`src/verilog/pgd_pkg.sv`:
```
/*
  package for the line driver gain, clock delay and discharge counter registers.
  assumes a 16-bit register space reached over a plain strobe port.
*/
package pgd_pkg;
  localparam int PGD_ADDR_W = 16;
  localparam int PGD_DATA_W = 16;
  localparam int PGD_CNT_W = 6;
  // register offsets
  localparam logic [15:0] PGD_OFS_GAIN = 16'h0401;
  localparam logic [15:0] PGD_OFS_DELAY = 16'h0446;
  localparam logic [15:0] PGD_OFS_ESD = 16'h0448;
  // field positions
  localparam int PGD_GAIN_LSB = 0;
  localparam int PGD_RSVD_LSB = 4;
  localparam int PGD_RX_DLY_LSB = 0;
  localparam int PGD_TX_DLY_LSB = 4;
  localparam int PGD_LINE_CNT_LSB = 0;
  localparam int PGD_MAC_CNT_LSB = 8;
  // reset values
  localparam logic [3:0] PGD_GAIN_RST = 4'ha;
  localparam logic [11:0] PGD_RSVD_RST = 12'h000;
  localparam logic [3:0] PGD_TX_DLY_RST = 4'h7;
  localparam logic [3:0] PGD_RX_DLY_RST = 4'h7;
  localparam logic [3:0] PGD_GAIN_NOMINAL = 4'h8;
  // delay step in ps; delay is (code + 1) steps
  localparam int PGD_DLY_STEP_PS = 250;
  localparam logic [5:0] PGD_CNT_MAX = 6'h3f;
  localparam logic [5:0] PGD_CNT_ZERO = 6'h00;
endpackage

```
`src/verilog/pgd_cnt_if.sv`:
```
/*
  interface carrying the discharge event strobes and the counts between
  the register bank and its counter module. assumes one clock.
*/
`timescale 1ns/1ns
interface pgd_cnt_if;
  logic mac_event;
  logic line_event;
  logic [5:0] mac_count;
  logic [5:0] line_count;
  modport bank (output mac_event, output line_event, input mac_count, input line_count);
  modport counter (input mac_event, input line_event, output mac_count, output line_count);
endinterface

```
`src/verilog/pgd_esd_counter.sv`:
```
/*
  two saturating discharge event counters cleared only at power-up.
  assumes power-on reset is separate from the hardware reset.
*/
`timescale 1ns/1ns
module pgd_esd_counter
  import pgd_pkg::*;
(
  // clock and power-on reset
  input wire logic clk_in,
  input wire logic por_n_in,
  // events and counts
  pgd_cnt_if.counter cnt
);
  typedef struct packed {
    logic [5:0] mac;
    logic [5:0] line;
  } pgd_cnt_s;
  pgd_cnt_s st;
  pgd_cnt_s next_st;
  always_comb begin
    next_st = st;
    // counted every cycle the event is high: no dead time
    if (cnt.mac_event && st.mac != PGD_CNT_MAX) begin
      next_st.mac = st.mac + 6'h01;
    end
    if (cnt.line_event && st.line != PGD_CNT_MAX) begin
      next_st.line = st.line + 6'h01;
    end
  end
  // hardware reset deliberately does not reach these flops
  always_ff @(posedge clk_in) begin
    if (!por_n_in) begin
      st <= '{mac: PGD_CNT_ZERO, line: PGD_CNT_ZERO};
    end else begin
      st <= next_st;
    end
  end
  assign cnt.mac_count = st.mac;
  assign cnt.line_count = st.line;
  ////////////////////////////////////////////////////////////////////////
  mac_count_up_a: assert property (@(posedge clk_in) disable iff (!por_n_in)
    cnt.mac_event && st.mac < PGD_CNT_MAX |=> st.mac == $past(st.mac) + 6'h01)
    else $error("mac counter missed event");
  line_count_up_a: assert property (@(posedge clk_in) disable iff (!por_n_in)
    cnt.line_event && st.line < PGD_CNT_MAX |=> st.line == $past(st.line) + 6'h01)
    else $error("line counter missed event");
  back_to_back_a: assert property (@(posedge clk_in) disable iff (!por_n_in)
    cnt.mac_event[*2] ##0 (st.mac < 6'h3e) |=> st.mac == $past(st.mac, 2) + 6'h02)
    else $error("dead time seen on mac counter");
  saturate_hold_a: assert property (@(posedge clk_in) disable iff (!por_n_in)
    st.line == PGD_CNT_MAX |=> st.line == PGD_CNT_MAX)
    else $error("line counter wrapped");
  mac_saturate_a: assert property (@(posedge clk_in) disable iff (!por_n_in)
    st.mac == PGD_CNT_MAX |=> st.mac == PGD_CNT_MAX)
    else $error("mac counter wrapped");
  idle_stable_a: assert property (@(posedge clk_in) disable iff (!por_n_in)
    !cnt.mac_event |=> $stable(st.mac))
    else $error("mac counter moved without event");
  line_idle_a: assert property (@(posedge clk_in) disable iff (!por_n_in)
    !cnt.line_event |=> $stable(st.line))
    else $error("line counter moved without event");
  cov_saturate: cover property (@(posedge clk_in) st.mac == PGD_CNT_MAX);
  cov_burst: cover property (@(posedge clk_in) cnt.line_event[*3]);
endmodule

```
`src/verilog/pgd_regs.sv`:
```
/*
  register bank: line driver fine gain, interface clock delay codes and
  discharge event counts. assumes a plain strobe bus, read data one cycle
  after the read strobe; por_n_in comes from a power-on detector.
*/
// Design decision made here: the address-and-strobe port.
`timescale 1ns/1ns
module pgd_regs
  import pgd_pkg::*;
(
  // clock and resets
  input wire logic clk_in,
  input wire logic rst_n_in,
  input wire logic por_n_in,
  // register port
  input wire logic [PGD_ADDR_W-1:0] addr_in,
  input wire logic [PGD_DATA_W-1:0] wdata_in,
  input wire logic wr_in,
  input wire logic rd_in,
  output logic [PGD_DATA_W-1:0] rdata_out,
  // discharge detectors, one cycle high per activation
  input wire logic mac_esd_in,
  input wire logic line_esd_in,
  // settings to the analog blocks
  output logic [3:0] line_driver_fine_gain_out,
  output logic [3:0] tx_clk_delay_out,
  output logic [3:0] rx_clk_delay_out
);
  typedef struct packed {
    logic [3:0] gain;
    logic [11:0] gain_rsvd;
    logic [3:0] tx_dly;
    logic [3:0] rx_dly;
    logic [15:0] rdata;
  } pgd_regs_s;
  pgd_regs_s st;
  pgd_regs_s next_st;
  pgd_cnt_if cnt_bus ();
  ////////////////////////////////////////////////////////////////////////
  assign cnt_bus.mac_event = mac_esd_in;
  assign cnt_bus.line_event = line_esd_in;
  pgd_esd_counter u_cnt (
    .clk_in(clk_in),
    .por_n_in(por_n_in),
    .cnt(cnt_bus.counter)
  );
  ////////////////////////////////////////////////////////////////////////
  always_comb begin
    next_st = st;
    if (wr_in) begin
      case (addr_in)
        PGD_OFS_GAIN: begin
          next_st.gain = wdata_in[PGD_GAIN_LSB +: 4];
          next_st.gain_rsvd = wdata_in[PGD_RSVD_LSB +: 12];
        end
        PGD_OFS_DELAY: begin
          next_st.tx_dly = wdata_in[PGD_TX_DLY_LSB +: 4];
          next_st.rx_dly = wdata_in[PGD_RX_DLY_LSB +: 4];
        end
        default: begin
          next_st.gain = st.gain;
        end
      endcase
    end
    // unmapped reads return zero; rdata holds only for the cycle after
    next_st.rdata = 16'h0000;
    if (rd_in) begin
      case (addr_in)
        PGD_OFS_GAIN: next_st.rdata = {st.gain_rsvd, st.gain};
        PGD_OFS_DELAY: next_st.rdata = {8'h00, st.tx_dly, st.rx_dly};
        PGD_OFS_ESD: next_st.rdata = {2'h0, cnt_bus.mac_count, 2'h0, cnt_bus.line_count};
        default: next_st.rdata = 16'h0000;
      endcase
    end
  end
  always_ff @(posedge clk_in) begin
    if (!rst_n_in) begin
      st.gain <= PGD_GAIN_RST;
      st.gain_rsvd <= PGD_RSVD_RST;
      st.tx_dly <= PGD_TX_DLY_RST;
      st.rx_dly <= PGD_RX_DLY_RST;
      st.rdata <= 16'h0000;
    end else begin
      st <= next_st;
    end
  end
  assign rdata_out = st.rdata;
  assign line_driver_fine_gain_out = st.gain;
  assign tx_clk_delay_out = st.tx_dly;
  assign rx_clk_delay_out = st.rx_dly;
  ////////////////////////////////////////////////////////////////////////
  gain_write_a: assert property (@(posedge clk_in) disable iff (!rst_n_in)
    wr_in && addr_in == PGD_OFS_GAIN |=> line_driver_fine_gain_out == $past(wdata_in[3:0]))
    else $error("gain write lost");
  gain_reset_a: assert property (@(posedge clk_in)
    !rst_n_in |=> line_driver_fine_gain_out == PGD_GAIN_RST)
    else $error("gain reset value wrong");
  gain_rsvd_a: assert property (@(posedge clk_in) disable iff (!rst_n_in)
    wr_in && addr_in == PGD_OFS_GAIN |=> st.gain_rsvd == $past(wdata_in[15:4]))
    else $error("gain reserved write lost");
  tx_write_a: assert property (@(posedge clk_in) disable iff (!rst_n_in)
    wr_in && addr_in == PGD_OFS_DELAY |=> tx_clk_delay_out == $past(wdata_in[7:4]))
    else $error("tx delay write lost");
  rx_write_a: assert property (@(posedge clk_in) disable iff (!rst_n_in)
    wr_in && addr_in == PGD_OFS_DELAY |=> rx_clk_delay_out == $past(wdata_in[3:0]))
    else $error("rx delay write lost");
  rx_reset_a: assert property (@(posedge clk_in)
    !rst_n_in |=> rx_clk_delay_out == PGD_RX_DLY_RST && tx_clk_delay_out == PGD_TX_DLY_RST)
    else $error("delay reset value wrong");
  delay_read_a: assert property (@(posedge clk_in) disable iff (!rst_n_in)
    rd_in && addr_in == PGD_OFS_DELAY |=>
      rdata_out[7:0] == $past({tx_clk_delay_out, rx_clk_delay_out}))
    else $error("delay codes read wrong");
  delay_rsvd_a: assert property (@(posedge clk_in) disable iff (!rst_n_in)
    rd_in && addr_in == PGD_OFS_DELAY |=> rdata_out[15:8] == 8'h00)
    else $error("delay reserved bits not zero");
  esd_read_a: assert property (@(posedge clk_in) disable iff (!rst_n_in)
    rd_in && addr_in == PGD_OFS_ESD |=> rdata_out[13:8] == $past(cnt_bus.mac_count)
      && rdata_out[15:14] == 2'h0 && rdata_out[7:6] == 2'h0)
    else $error("discharge count read wrong");
  line_read_a: assert property (@(posedge clk_in) disable iff (!rst_n_in)
    rd_in && addr_in == PGD_OFS_ESD |=> rdata_out[5:0] == $past(cnt_bus.line_count))
    else $error("line count read wrong");
  survive_reset_a: assert property (@(posedge clk_in) disable iff (!por_n_in)
    !rst_n_in && !mac_esd_in |=> cnt_bus.mac_count == $past(cnt_bus.mac_count))
    else $error("hardware reset touched counter");
  cov_gain_wr: cover property (@(posedge clk_in) wr_in && addr_in == PGD_OFS_GAIN);
  cov_esd_rd: cover property (@(posedge clk_in) rd_in && addr_in == PGD_OFS_ESD);
  cov_rst_cnt: cover property (@(posedge clk_in) !rst_n_in && cnt_bus.mac_count != 6'h00);
endmodule

```
`config.mk`:
```
export PLATFORM = sky130hd
export DESIGN_NAME = pgd_regs
export DESIGN_NICKNAME = d
export VERILOG_FILES = /design/src/verilog/pgd_pkg.sv /design/src/verilog/pgd_cnt_if.sv /design/src/verilog/pgd_esd_counter.sv /design/src/verilog/pgd_regs.sv
export SDC_FILE = /design/constraint.sdc
export NUM_CORES = 1
export LEC_CHECK = 0
export ABC_CLOCK_PERIOD_IN_PS = 3580
export BUFFER_PORTS_ARGS = -buffer_cell sky130_fd_sc_hd__buf_4
export CORE_ASPECT_RATIO = 1.75
export CORE_MARGIN = 8
export CORE_UTILIZATION = 24
export CTS_CLUSTER_DIAMETER = 120
export CTS_CLUSTER_SIZE = 20
export DETAILED_ROUTE_END_ITERATION = 16
export HOLD_SLACK_MARGIN = 0.02
export PLACE_DENSITY = 0.43
export SLEW_MARGIN = 0
export SYNTH_ARGS = -nofsm -noshare
export SYNTH_HDL_FRONTEND = slang
export SYNTH_SLANG_ARGS = --single-unit
```
`constraint.sdc`:
```
create_clock -name clk_in -period 3.58 [get_ports clk_in]
set_input_delay 0.179 -clock clk_in [delete_from_list [all_inputs] [get_ports clk_in]]
set_output_delay 0.179 -clock clk_in [all_outputs]
set_load 0.03 [all_outputs]
```
==> results.json, run 1 <==
{
  "outcome": "finished, final reports clean",
  "crit_path_cell_trace": "buf_4, or3_1, nor2_4, o211ai_1, o41ai_2",
  "timing.final.setup_violations": 0,
  "max_cap_violations": 0,
  "postSynthRegisterBits": 52,
  "clk_transition_reported_paths_ps": 70,
  "detail_route.wirelength_mm": 7.676,
  "cts-hold-fix-buffers": 0,
  "synth_top_area_share": 0.4092,
  "crit_type": "in -> reg",
  "worstSkewPairLatency_ps": 290,
  "core_region_area_mm2": 0.01051,
  "grt.total_usage": 0.1090,
  "reg2reg_setup_slack_ps": 2160,
  "endpoint_kind": "flop",
  "initial_antenna_violation_count": 0,
  "maximum_number_of_pins_on_one_net_before_global_route_repair": 28,
  "setup_repair_after_global_routing_missed_its_margin": "no",
  "yosysUniqueCellTypes": 39,
  "clock-sinks": 52,
  "timing.rr.end": "u_cnt.cnt.mac_count[1]",
  "drv_slew": 0,
  "synthesis.area_mm2": 0.002544,
  "finalHoldViolations": 0,
  "pwr_density_cell_mw_per_mm2": 379.2,
  "slowest_stage_cell_on_the_critical_path": "sky130_fd_sc_hd__or3_1",
  "yosys.cell_count.top_type": "sky130_fd_sc_hd__dfxtp_1",
  "final_worst_path_period_share": 0.5324,
  "n_antenna_cell": 0,
  "switching_power_w": 0.0002775,
  "initial_utilization": 0.2420,
  "placement.setup.worst_slack_ps": 1335,
  "period_needed_ps": 1906,
  "ys_top_cells_by_count": "sky130_fd_sc_hd__dfxtp_1 (52), sky130_fd_sc_hd__nand3_1 (36), sky130_fd_sc_hd__buf_4 (28)",
  "worst_path_dominant_cell_family": "simple AND/OR/NAND/NOR gates",
  "timing.critical_path.arrival_ps": 2090,
  "dp_hpwl_mm": 6.038,
  "timing.fmax_mhz": 524.6,
  "sw_frac_of_total": 0.2376,
  "synth-async-reset-ratio": 0,
  "initialDrtViolationCount": 122,
  "clockBufferDepth": 2,
  "synthesis.area_per_instance_um2": 8.802,
  "placement_row_count": 50,
  "irDropWorstVdd_mv": 0.1851,
  "cts.repair.resized": 0,
  "die-area_mm2": 0.01428,
  "power_leakage_nw": 1.125,
  "hold-path-endpoint": "tx_clk_delay_out[2]",
  "drt_pre_antenna_iters": 4,
  "fin_tns_setup_ps": 0,
  "area.growth.synth_to_final_pct": 21.05,
  "postSynthCellCount": 289,
  "grt_pass1_wl_mm": 12.22,
  "route.detailed.vias_per_inst": 4.976,
  "share_seq_of_total_power": 0.504,
  "critPathBufInv": 1,
  "synth_fp_nets": 330,
  "setup.worst_path.start_class": "primary input",
  "synth_seq_area_share": 0.4092,
  "cts_tree": "built",
  "crit_path_max_fo": 27,
  "max-slew-margin-rel": 0.5747,
  "via_count_of_the_first_global_routing_pass": 2237,
  "final_nets": 359,
  "netlist_top_cells_area": "sky130_fd_sc_hd__dfxtp_1 (41%), sky130_fd_sc_hd__buf_4 (8.3%), sky130_fd_sc_hd__nand3_1 (7.1%), sky130_fd_sc_hd__a21oi_1 (4.7%), sky130_fd_sc_hd__nand4_1 (3.7%)",
  "critical_path.max_stage_delay_ps": 570,
  "antenna_left": 0,
  "layout.core_utilization": 0.2930,
  "synth-warning-count": 0,
  "cts_inserted_buffers": 5,
  "min-delay-start": "wdata_in[6]",
  "synth_enable_flop_cells": 0,
  "hold_path_class": "in -> reg",
  "regToRegStartpoint": "u_cnt.cnt.mac_count[0]",
  "die_width_um": 93.82,
  "worst_hold_path.num_cells": 3,
  "power.share.clock": 0.424,
  "cts_max_level": 2,
  "power_report.internal_total_w": 0.0008903,
  "finalWeightedCongestion": 0.7673,
  "die_y_um": 152.2,
  "comb_power_frac": 0.072,
  "boundaryPins": 67,
  "layout_cell_share_with_drive_strength_beyond_1": 0.2602,
  "global_route.overflow_total": 0,
  "finClkSkew_ps": 5.033,
  "ctsRootBufferMaster": "sky130_fd_sc_hd__clkbuf_16",
  "wire_per_inst_um": 17.10,
  "via_count": 2234,
  "drc": 0,
  "postCtsSetupRepairBufs": 0,
  "postSynth.topFlopCell": "sky130_fd_sc_hd__dfxtp_1",
  "tightestPinTransition_ps": 636.2,
  "yosysTopAreaCell": "sky130_fd_sc_hd__dfxtp_1",
  "port_buffers": 66,
  "fin_ws_ps": 1674,
  "r2r.worst_path.cells": 5,
  "critical_path_required_ps": 3770
}
routing by layer:
metal  vias to the layer above  global-route usage  part of all wire
met1                      1079              0.1165              0.39
met5                         -                   0                 0
met4                         0             0.03650             0.014
li1                       1089                   -                 -
met2                        61              0.2011              0.56
met3                         5             0.02220             0.041
metrics by stage:
| stage | total power [W] | hold slack [ps] | instance area [µm²] | std cells |
|---|---|---|---|---|
| floorplan | 0.0006365 | 325.1 | 2544 | 289 |
| global placement | 0.0006868 | 439.0 | 2928 | 441 |
| detailed placement | 0.0006874 | 435.1 | 2928 | 441 |
| CTS | 0.001187 | 122.1 | 3079 | 449 |
| global route | 0.001220 | 134.7 | 3079 | 449 |
| finish | 0.001168 | 130.6 | 3079 | 449 |
cells by family (layout without fill, tap and decap cells):
logic type               after synthesis  count (layout)  share of synthesized area
adder cells (fa/ha/maj)                2               2                   0.009836
AND/OR/NAND/NOR                      102             102                     0.2445
flip-flops                            52              52                     0.4092
multiplexers                           4               4                    0.01574
buffers and inverters                 49              79                     0.1180
XOR/XNOR                               7               7                    0.02410
AO/OA/AOI/OAI                         73              73                     0.1786
layout by cell type, fill, tap and decap left out, types with 3 or more instances in the layout:
master	netlist	final
sky130_fd_sc_hd__o21ai_0	14	14
sky130_fd_sc_hd__xnor2_1	7	7
sky130_fd_sc_hd__dfxtp_1	52	52
sky130_fd_sc_hd__o21ai_1	6	6
sky130_fd_sc_hd__nor2b_1	3	3
sky130_fd_sc_hd__nand2b_1	3	3
sky130_fd_sc_hd__inv_1	3	3
sky130_fd_sc_hd__buf_4	28	68
sky130_fd_sc_hd__o211ai_1	5	5
sky130_fd_sc_hd__a22oi_1	6	6
sky130_fd_sc_hd__or3_1	6	6
sky130_fd_sc_hd__nand4_1	15	15
sky130_fd_sc_hd__o2bb2ai_1	5	5
sky130_fd_sc_hd__clkbuf_16	0	5
sky130_fd_sc_hd__nand3_1	36	36
sky130_fd_sc_hd__a21oi_1	24	24
sky130_fd_sc_hd__mux2i_1	4	4
sky130_fd_sc_hd__and3_1	5	5
sky130_fd_sc_hd__and2_1	12	12
sky130_fd_sc_hd__nand2_1	7	7
sky130_fd_sc_hd__o31ai_1	8	8
sky130_fd_sc_hd__nor3_1	3	3
power groups by stage:
stage / registers, W / clock network [W] / logic [W]
floorplan: 0.000600 / 0 / 0.0000362
global placement: 0.000602 / 0 / 0.0000848
detailed placement: 0.000602 / 0 / 0.0000853
CTS: 0.000588 / 0.000513 / 0.0000855
global route: 0.000589 / 0.000539 / 0.0000916
finish: 0.000588 / 0.000495 / 0.0000845
worst max-delay path by stage:
stage | slack [ps] | cells after the start | end | start
floorplan | 2100 | 4 | rdata_out[6] | addr_in[9]
global placement | 1390 | 5 | rdata_out[5] | addr_in[5]
detailed placement | 1330 | 5 | rdata_out[5] | addr_in[5]
CTS | 1680 | 5 | rdata_out[5] | addr_in[5]
global route | 1560 | 5 | rdata_out[5] | addr_in[5]
finish | 1670 | 5 | rdata_out[5] | addr_in[5]
registers in the layout, summed over array words and instances, names as in the netlist:
register,flops
line_driver_fine_gain_out,4
rdata_out,16
rx_clk_delay_out,4
st,12
tx_clk_delay_out,4
u_cnt.cnt.line_count,6
u_cnt.cnt.mac_count,6
worst register-to-register path, cell delays in order (launching register included):
cell	delay [ps]
sky130_fd_sc_hd__dfxtp_1	400
sky130_fd_sc_hd__ha_1	190
sky130_fd_sc_hd__nand3_1	170
sky130_fd_sc_hd__o21ai_1	290
sky130_fd_sc_hd__mux2i_1	220
sky130_fd_sc_hd__nor2b_1	60
layout make-up:
cell class,instances,area (µm²)
Tap cell,130,162.7
Clock buffer,5,125.1
Clock inverter,3,26.28
Multi-Input combinational cell,188,1202
Fill cell,1149,7431
Timing Repair Buffer,68,510.5
Sequential cell,52,1041
Inverter,3,11.26
No activity file was read; power rests on OpenSTA's default activity.
==> run 2, diff against run 1 <==
--- a/config.mk
+++ b/config.mk
@@ -5,7 +5,8 @@
 export SDC_FILE = /design/constraint.sdc
 export NUM_CORES = 1
 export LEC_CHECK = 0
-export ABC_CLOCK_PERIOD_IN_PS = 3580
+export ABC_AREA = 1
+export ABC_CLOCK_PERIOD_IN_PS = 1730
 export BUFFER_PORTS_ARGS = -buffer_cell sky130_fd_sc_hd__buf_4
 export CORE_ASPECT_RATIO = 1.75
 export CORE_MARGIN = 8
@@ -14,7 +15,7 @@
 export CTS_CLUSTER_SIZE = 20
 export DETAILED_ROUTE_END_ITERATION = 16
 export HOLD_SLACK_MARGIN = 0.02
-export PLACE_DENSITY = 0.43
+export PLACE_DENSITY = 0.44
 export SLEW_MARGIN = 0
 export SYNTH_ARGS = -nofsm -noshare
 export SYNTH_HDL_FRONTEND = slang
==> constraint.sdc (replaced) <==
create_clock -name clk_in -period 1.73 [get_ports clk_in]
set_input_delay 0.0865 -clock clk_in [delete_from_list [all_inputs] [get_ports clk_in]]
set_output_delay 0.0865 -clock clk_in [all_outputs]
set_load 0.03 [all_outputs]
==> run 2 against run 1 <==
Sequential power up 110%. Utilization up 1.6 points. Synthesized cell count up 35%. Cell count up 27%.
==> results.json, run 2 <==
{
  "critical_path.max_stage_delay_ps": 380,
  "synth_seq_area_share": 0.3973,
  "report.power.total_w": 0.002395,
  "drv_slew": 0,
  "postSynthCellCount": 389,
  "final_cell_mix": "sky130_fd_sc_hd__nand2_1 (94), sky130_fd_sc_hd__nor2_1 (70), sky130_fd_sc_hd__buf_4 (70), sky130_fd_sc_hd__dfxtp_1 (52), sky130_fd_sc_hd__inv_1 (47)",
  "layout_commonest_cell": "sky130_fd_sc_hd__nand2_1",
  "drc": 0,
  "placedInstanceArea_mm2": 0.003049,
  "power_leakage_nw": 1.536,
  "netlist_top_cells_area": "sky130_fd_sc_hd__dfxtp_1 (40%), sky130_fd_sc_hd__nand2_1 (13%), sky130_fd_sc_hd__nor2_1 (10%), sky130_fd_sc_hd__buf_4 (8.3%), sky130_fd_sc_hd__inv_1 (6.7%)",
  "critical_path_required_ps": 1950,
  "die_width_um": 94.98,
  "final_worst_path_period_share": 0.8586,
  "pwr_density_cell_mw_per_mm2": 723.7,
  "wire_per_inst_um": 12.71,
  "initial_utilization": 0.2449,
  "number_of_flip_flops_under_the_largest_register_name": 16,
  "n_antenna_cell": 0,
  "layout_cell_share_with_drive_strength_beyond_1": 0.2055,
  "cts_max_level": 2,
  "stdcell_area_mm2": 0.003309,
  "max-slew-margin-rel": 0.6585,
  "clk_transition_reported_paths_ps": 70,
  "drt_pre_antenna_iters": 4,
  "timing.final.setup_violations": 0,
  "min-delay-start": "wdata_in[10]",
  "ctsRootBufferMaster": "sky130_fd_sc_hd__clkbuf_16",
  "area.growth.synth_to_final_pct": 26.31,
  "detail_route.wirelength_mm": 7.220,
  "synth-warning-count": 0,
  "synthesis.area_per_instance_um2": 6.735,
  "synth-async-reset-ratio": 0,
  "worst_hold_path.num_cells": 3,
  "synth_top_area_share": 0.3973,
  "irDropWorstVdd_mv": 0.3564,
  "initialDrtViolationCount": 123,
  "dp_hpwl_mm": 5.682,
  "yosysTopAreaCell": "sky130_fd_sc_hd__dfxtp_1",
  "ys_top_cells_by_count": "sky130_fd_sc_hd__nand2_1 (94), sky130_fd_sc_hd__nor2_1 (70), sky130_fd_sc_hd__dfxtp_1 (52)",
  "postSynthRegisterBits": 52,
  "period_needed_ps": 1485,
  "outcome": "finished, final reports clean",
  "finalWeightedCongestion": 0.7744,
  "layout.core_utilization": 0.3094,
  "worstSkewPairLatency_ps": 290,
  "r2r.worst_path.cells": 9,
  "clockBufferDepth": 2,
  "yosysUniqueCellTypes": 22,
  "clock-sinks": 52,
  "grt.total_usage": 0.1030,
  "cts_tree": "built",
  "die-area_mm2": 0.01465,
  "boundaryPins": 67,
  "route.detailed.vias_per_inst": 4.243,
  "core_region_area_mm2": 0.01070,
  "crit_type": "reg -> reg",
  "cts_inserted_buffers": 5,
  "crit_path_max_fo": 8,
  "maximum_number_of_pins_on_one_net_before_global_route_repair": 39,
  "synth_fp_nets": 430,
  "hold_path_class": "in -> reg",
  "max_cap_violations": 0,
  "slowest_stage_cell_on_the_critical_path": "sky130_fd_sc_hd__dfxtp_1",
  "setup.worst_path.start_class": "flop",
  "timing.critical_path.arrival_ps": 1710,
  "reg2reg_setup_slack_ps": 240,
  "initial_antenna_violation_count": 0,
  "final_nets": 478,
  "synthesis.area_mm2": 0.002620,
  "crit_path_cell_trace": "ha_1, nand2_1, nor2_1, nand2_1, nand2_1, inv_1, nand2_1, nand2_1, a21oi_1",
  "finClkSkew_ps": 4.816,
  "die_y_um": 154.2,
  "cpMostUsedCell": "sky130_fd_sc_hd__nand2_1",
  "fin_tns_setup_ps": 0,
  "synth_enable_flop_cells": 0,
  "yosys.cell_count.top_type": "sky130_fd_sc_hd__nand2_1",
  "timing.fmax_mhz": 673.2,
  "grt_pass1_wl_mm": 11.80,
  "hold-path-endpoint": "st[30]",
  "placement_row_count": 50,
  "port_buffers": 66,
  "via_count_of_the_first_global_routing_pass": 2395,
  "setup_repair_after_global_routing_missed_its_margin": "no",
  "finalHoldViolations": 0,
  "timing.rr.end": "u_cnt.cnt.mac_count[4]",
  "postCtsSetupRepairBufs": 0,
  "antenna_left": 0,
  "global_route.overflow_total": 0,
  "tightestPinTransition_ps": 511.7,
  "regToRegStartpoint": "u_cnt.cnt.mac_count[0]",
  "postSynth.topFlopCell": "sky130_fd_sc_hd__dfxtp_1",
  "endpoint_kind": "flop",
  "via_count": 2410
}
[run 2: changes by cell type after synthesis, sizes merged, moves of 6 or more]
cell   change
o21ai     -12
and2      -11
or3        -6
inv       +45
nand3      -7
a22oi      -6
o31ai      -8
nor2      +74
a21oi     -13
nand2     +88
[run 2: worst max-delay path: cells and delay by family, from the launching register on]
kind                     cells  cell delay [ps]
AO/OA/AOI/OAI                1              100
adder cells (fa/ha/maj)      1              180
buffers and inverters        1              140
flip-flops                   1              380
AND/OR/NAND/NOR              6              620
[run 2: cell type report]
cell class              instances  area [µm²]
repair buffers                 82       655.6
clock buffers                   7       142.6
well taps                     130       162.7
clock inverters                 1       7.507
fillers                      1157        7388
flip-flops and latches         52        1041
inverters                      48       180.2
multi-input cells             248        1120
[run 2: per-stage QoR]
step                cells  worst slack, ps  hold WS, ps
finish                568            244.6        25.36
CTS                   568            260.0        22.80
global placement      549            199.8        295.9
detailed placement    549            211.1        304.2
floorplan             389            460.6        199.7
global route          568            78.29        24.68
[run 2: power by group]
part	switching (W)	internal [W]	leakage (nW)
logic	0.0000798	0.0000888	1.05
registers	0.00000843	0.00121	0.420
clock network	0.000435	0.000577	0.0701
total	0.000524	0.00187	1.54
[run 2: cell families after synthesis]
logic type	synth area share
AO/OA/AOI/OAI	0.03629
buffers and inverters	0.1753
AND/OR/NAND/NOR	0.3749
flip-flops	0.3973
adder cells (fa/ha/maj)	0.009550
XOR/XNOR	0.006687
[run 2: worst max-delay path by stage]
stage	from	cells past startpoint	endpoint	slack, ps
6_report	u_cnt.cnt.mac_count[0]	9	u_cnt.cnt.mac_count[4]	240
5_1_grt	u_cnt.cnt.mac_count[0]	9	u_cnt.cnt.mac_count[4]	80
4_1_cts	u_cnt.cnt.line_count[0]	9	u_cnt.cnt.line_count[4]	260
3_5_place_dp	addr_in[7]	8	rdata_out[6]	210
3_3_place_gp	addr_in[7]	8	rdata_out[7]	200
2_1_floorplan	u_cnt.cnt.mac_count[0]	9	u_cnt.cnt.mac_count[4]	460
[run 2: layer usage]
metal  vias to the layer above  global-route usage  wire length, µm
met2                        44              0.1861             3936
met5                         -                   0                0
met1                      1086              0.1111             2917
met3                         6             0.01890              226
li1                       1274                   -                -
met4                         0             0.04566              139
[run 2: timing repair]
item,CTS,global route
hold endpoints to repair,11,0
gates resized for setup,0,0
hold buffers,11,0
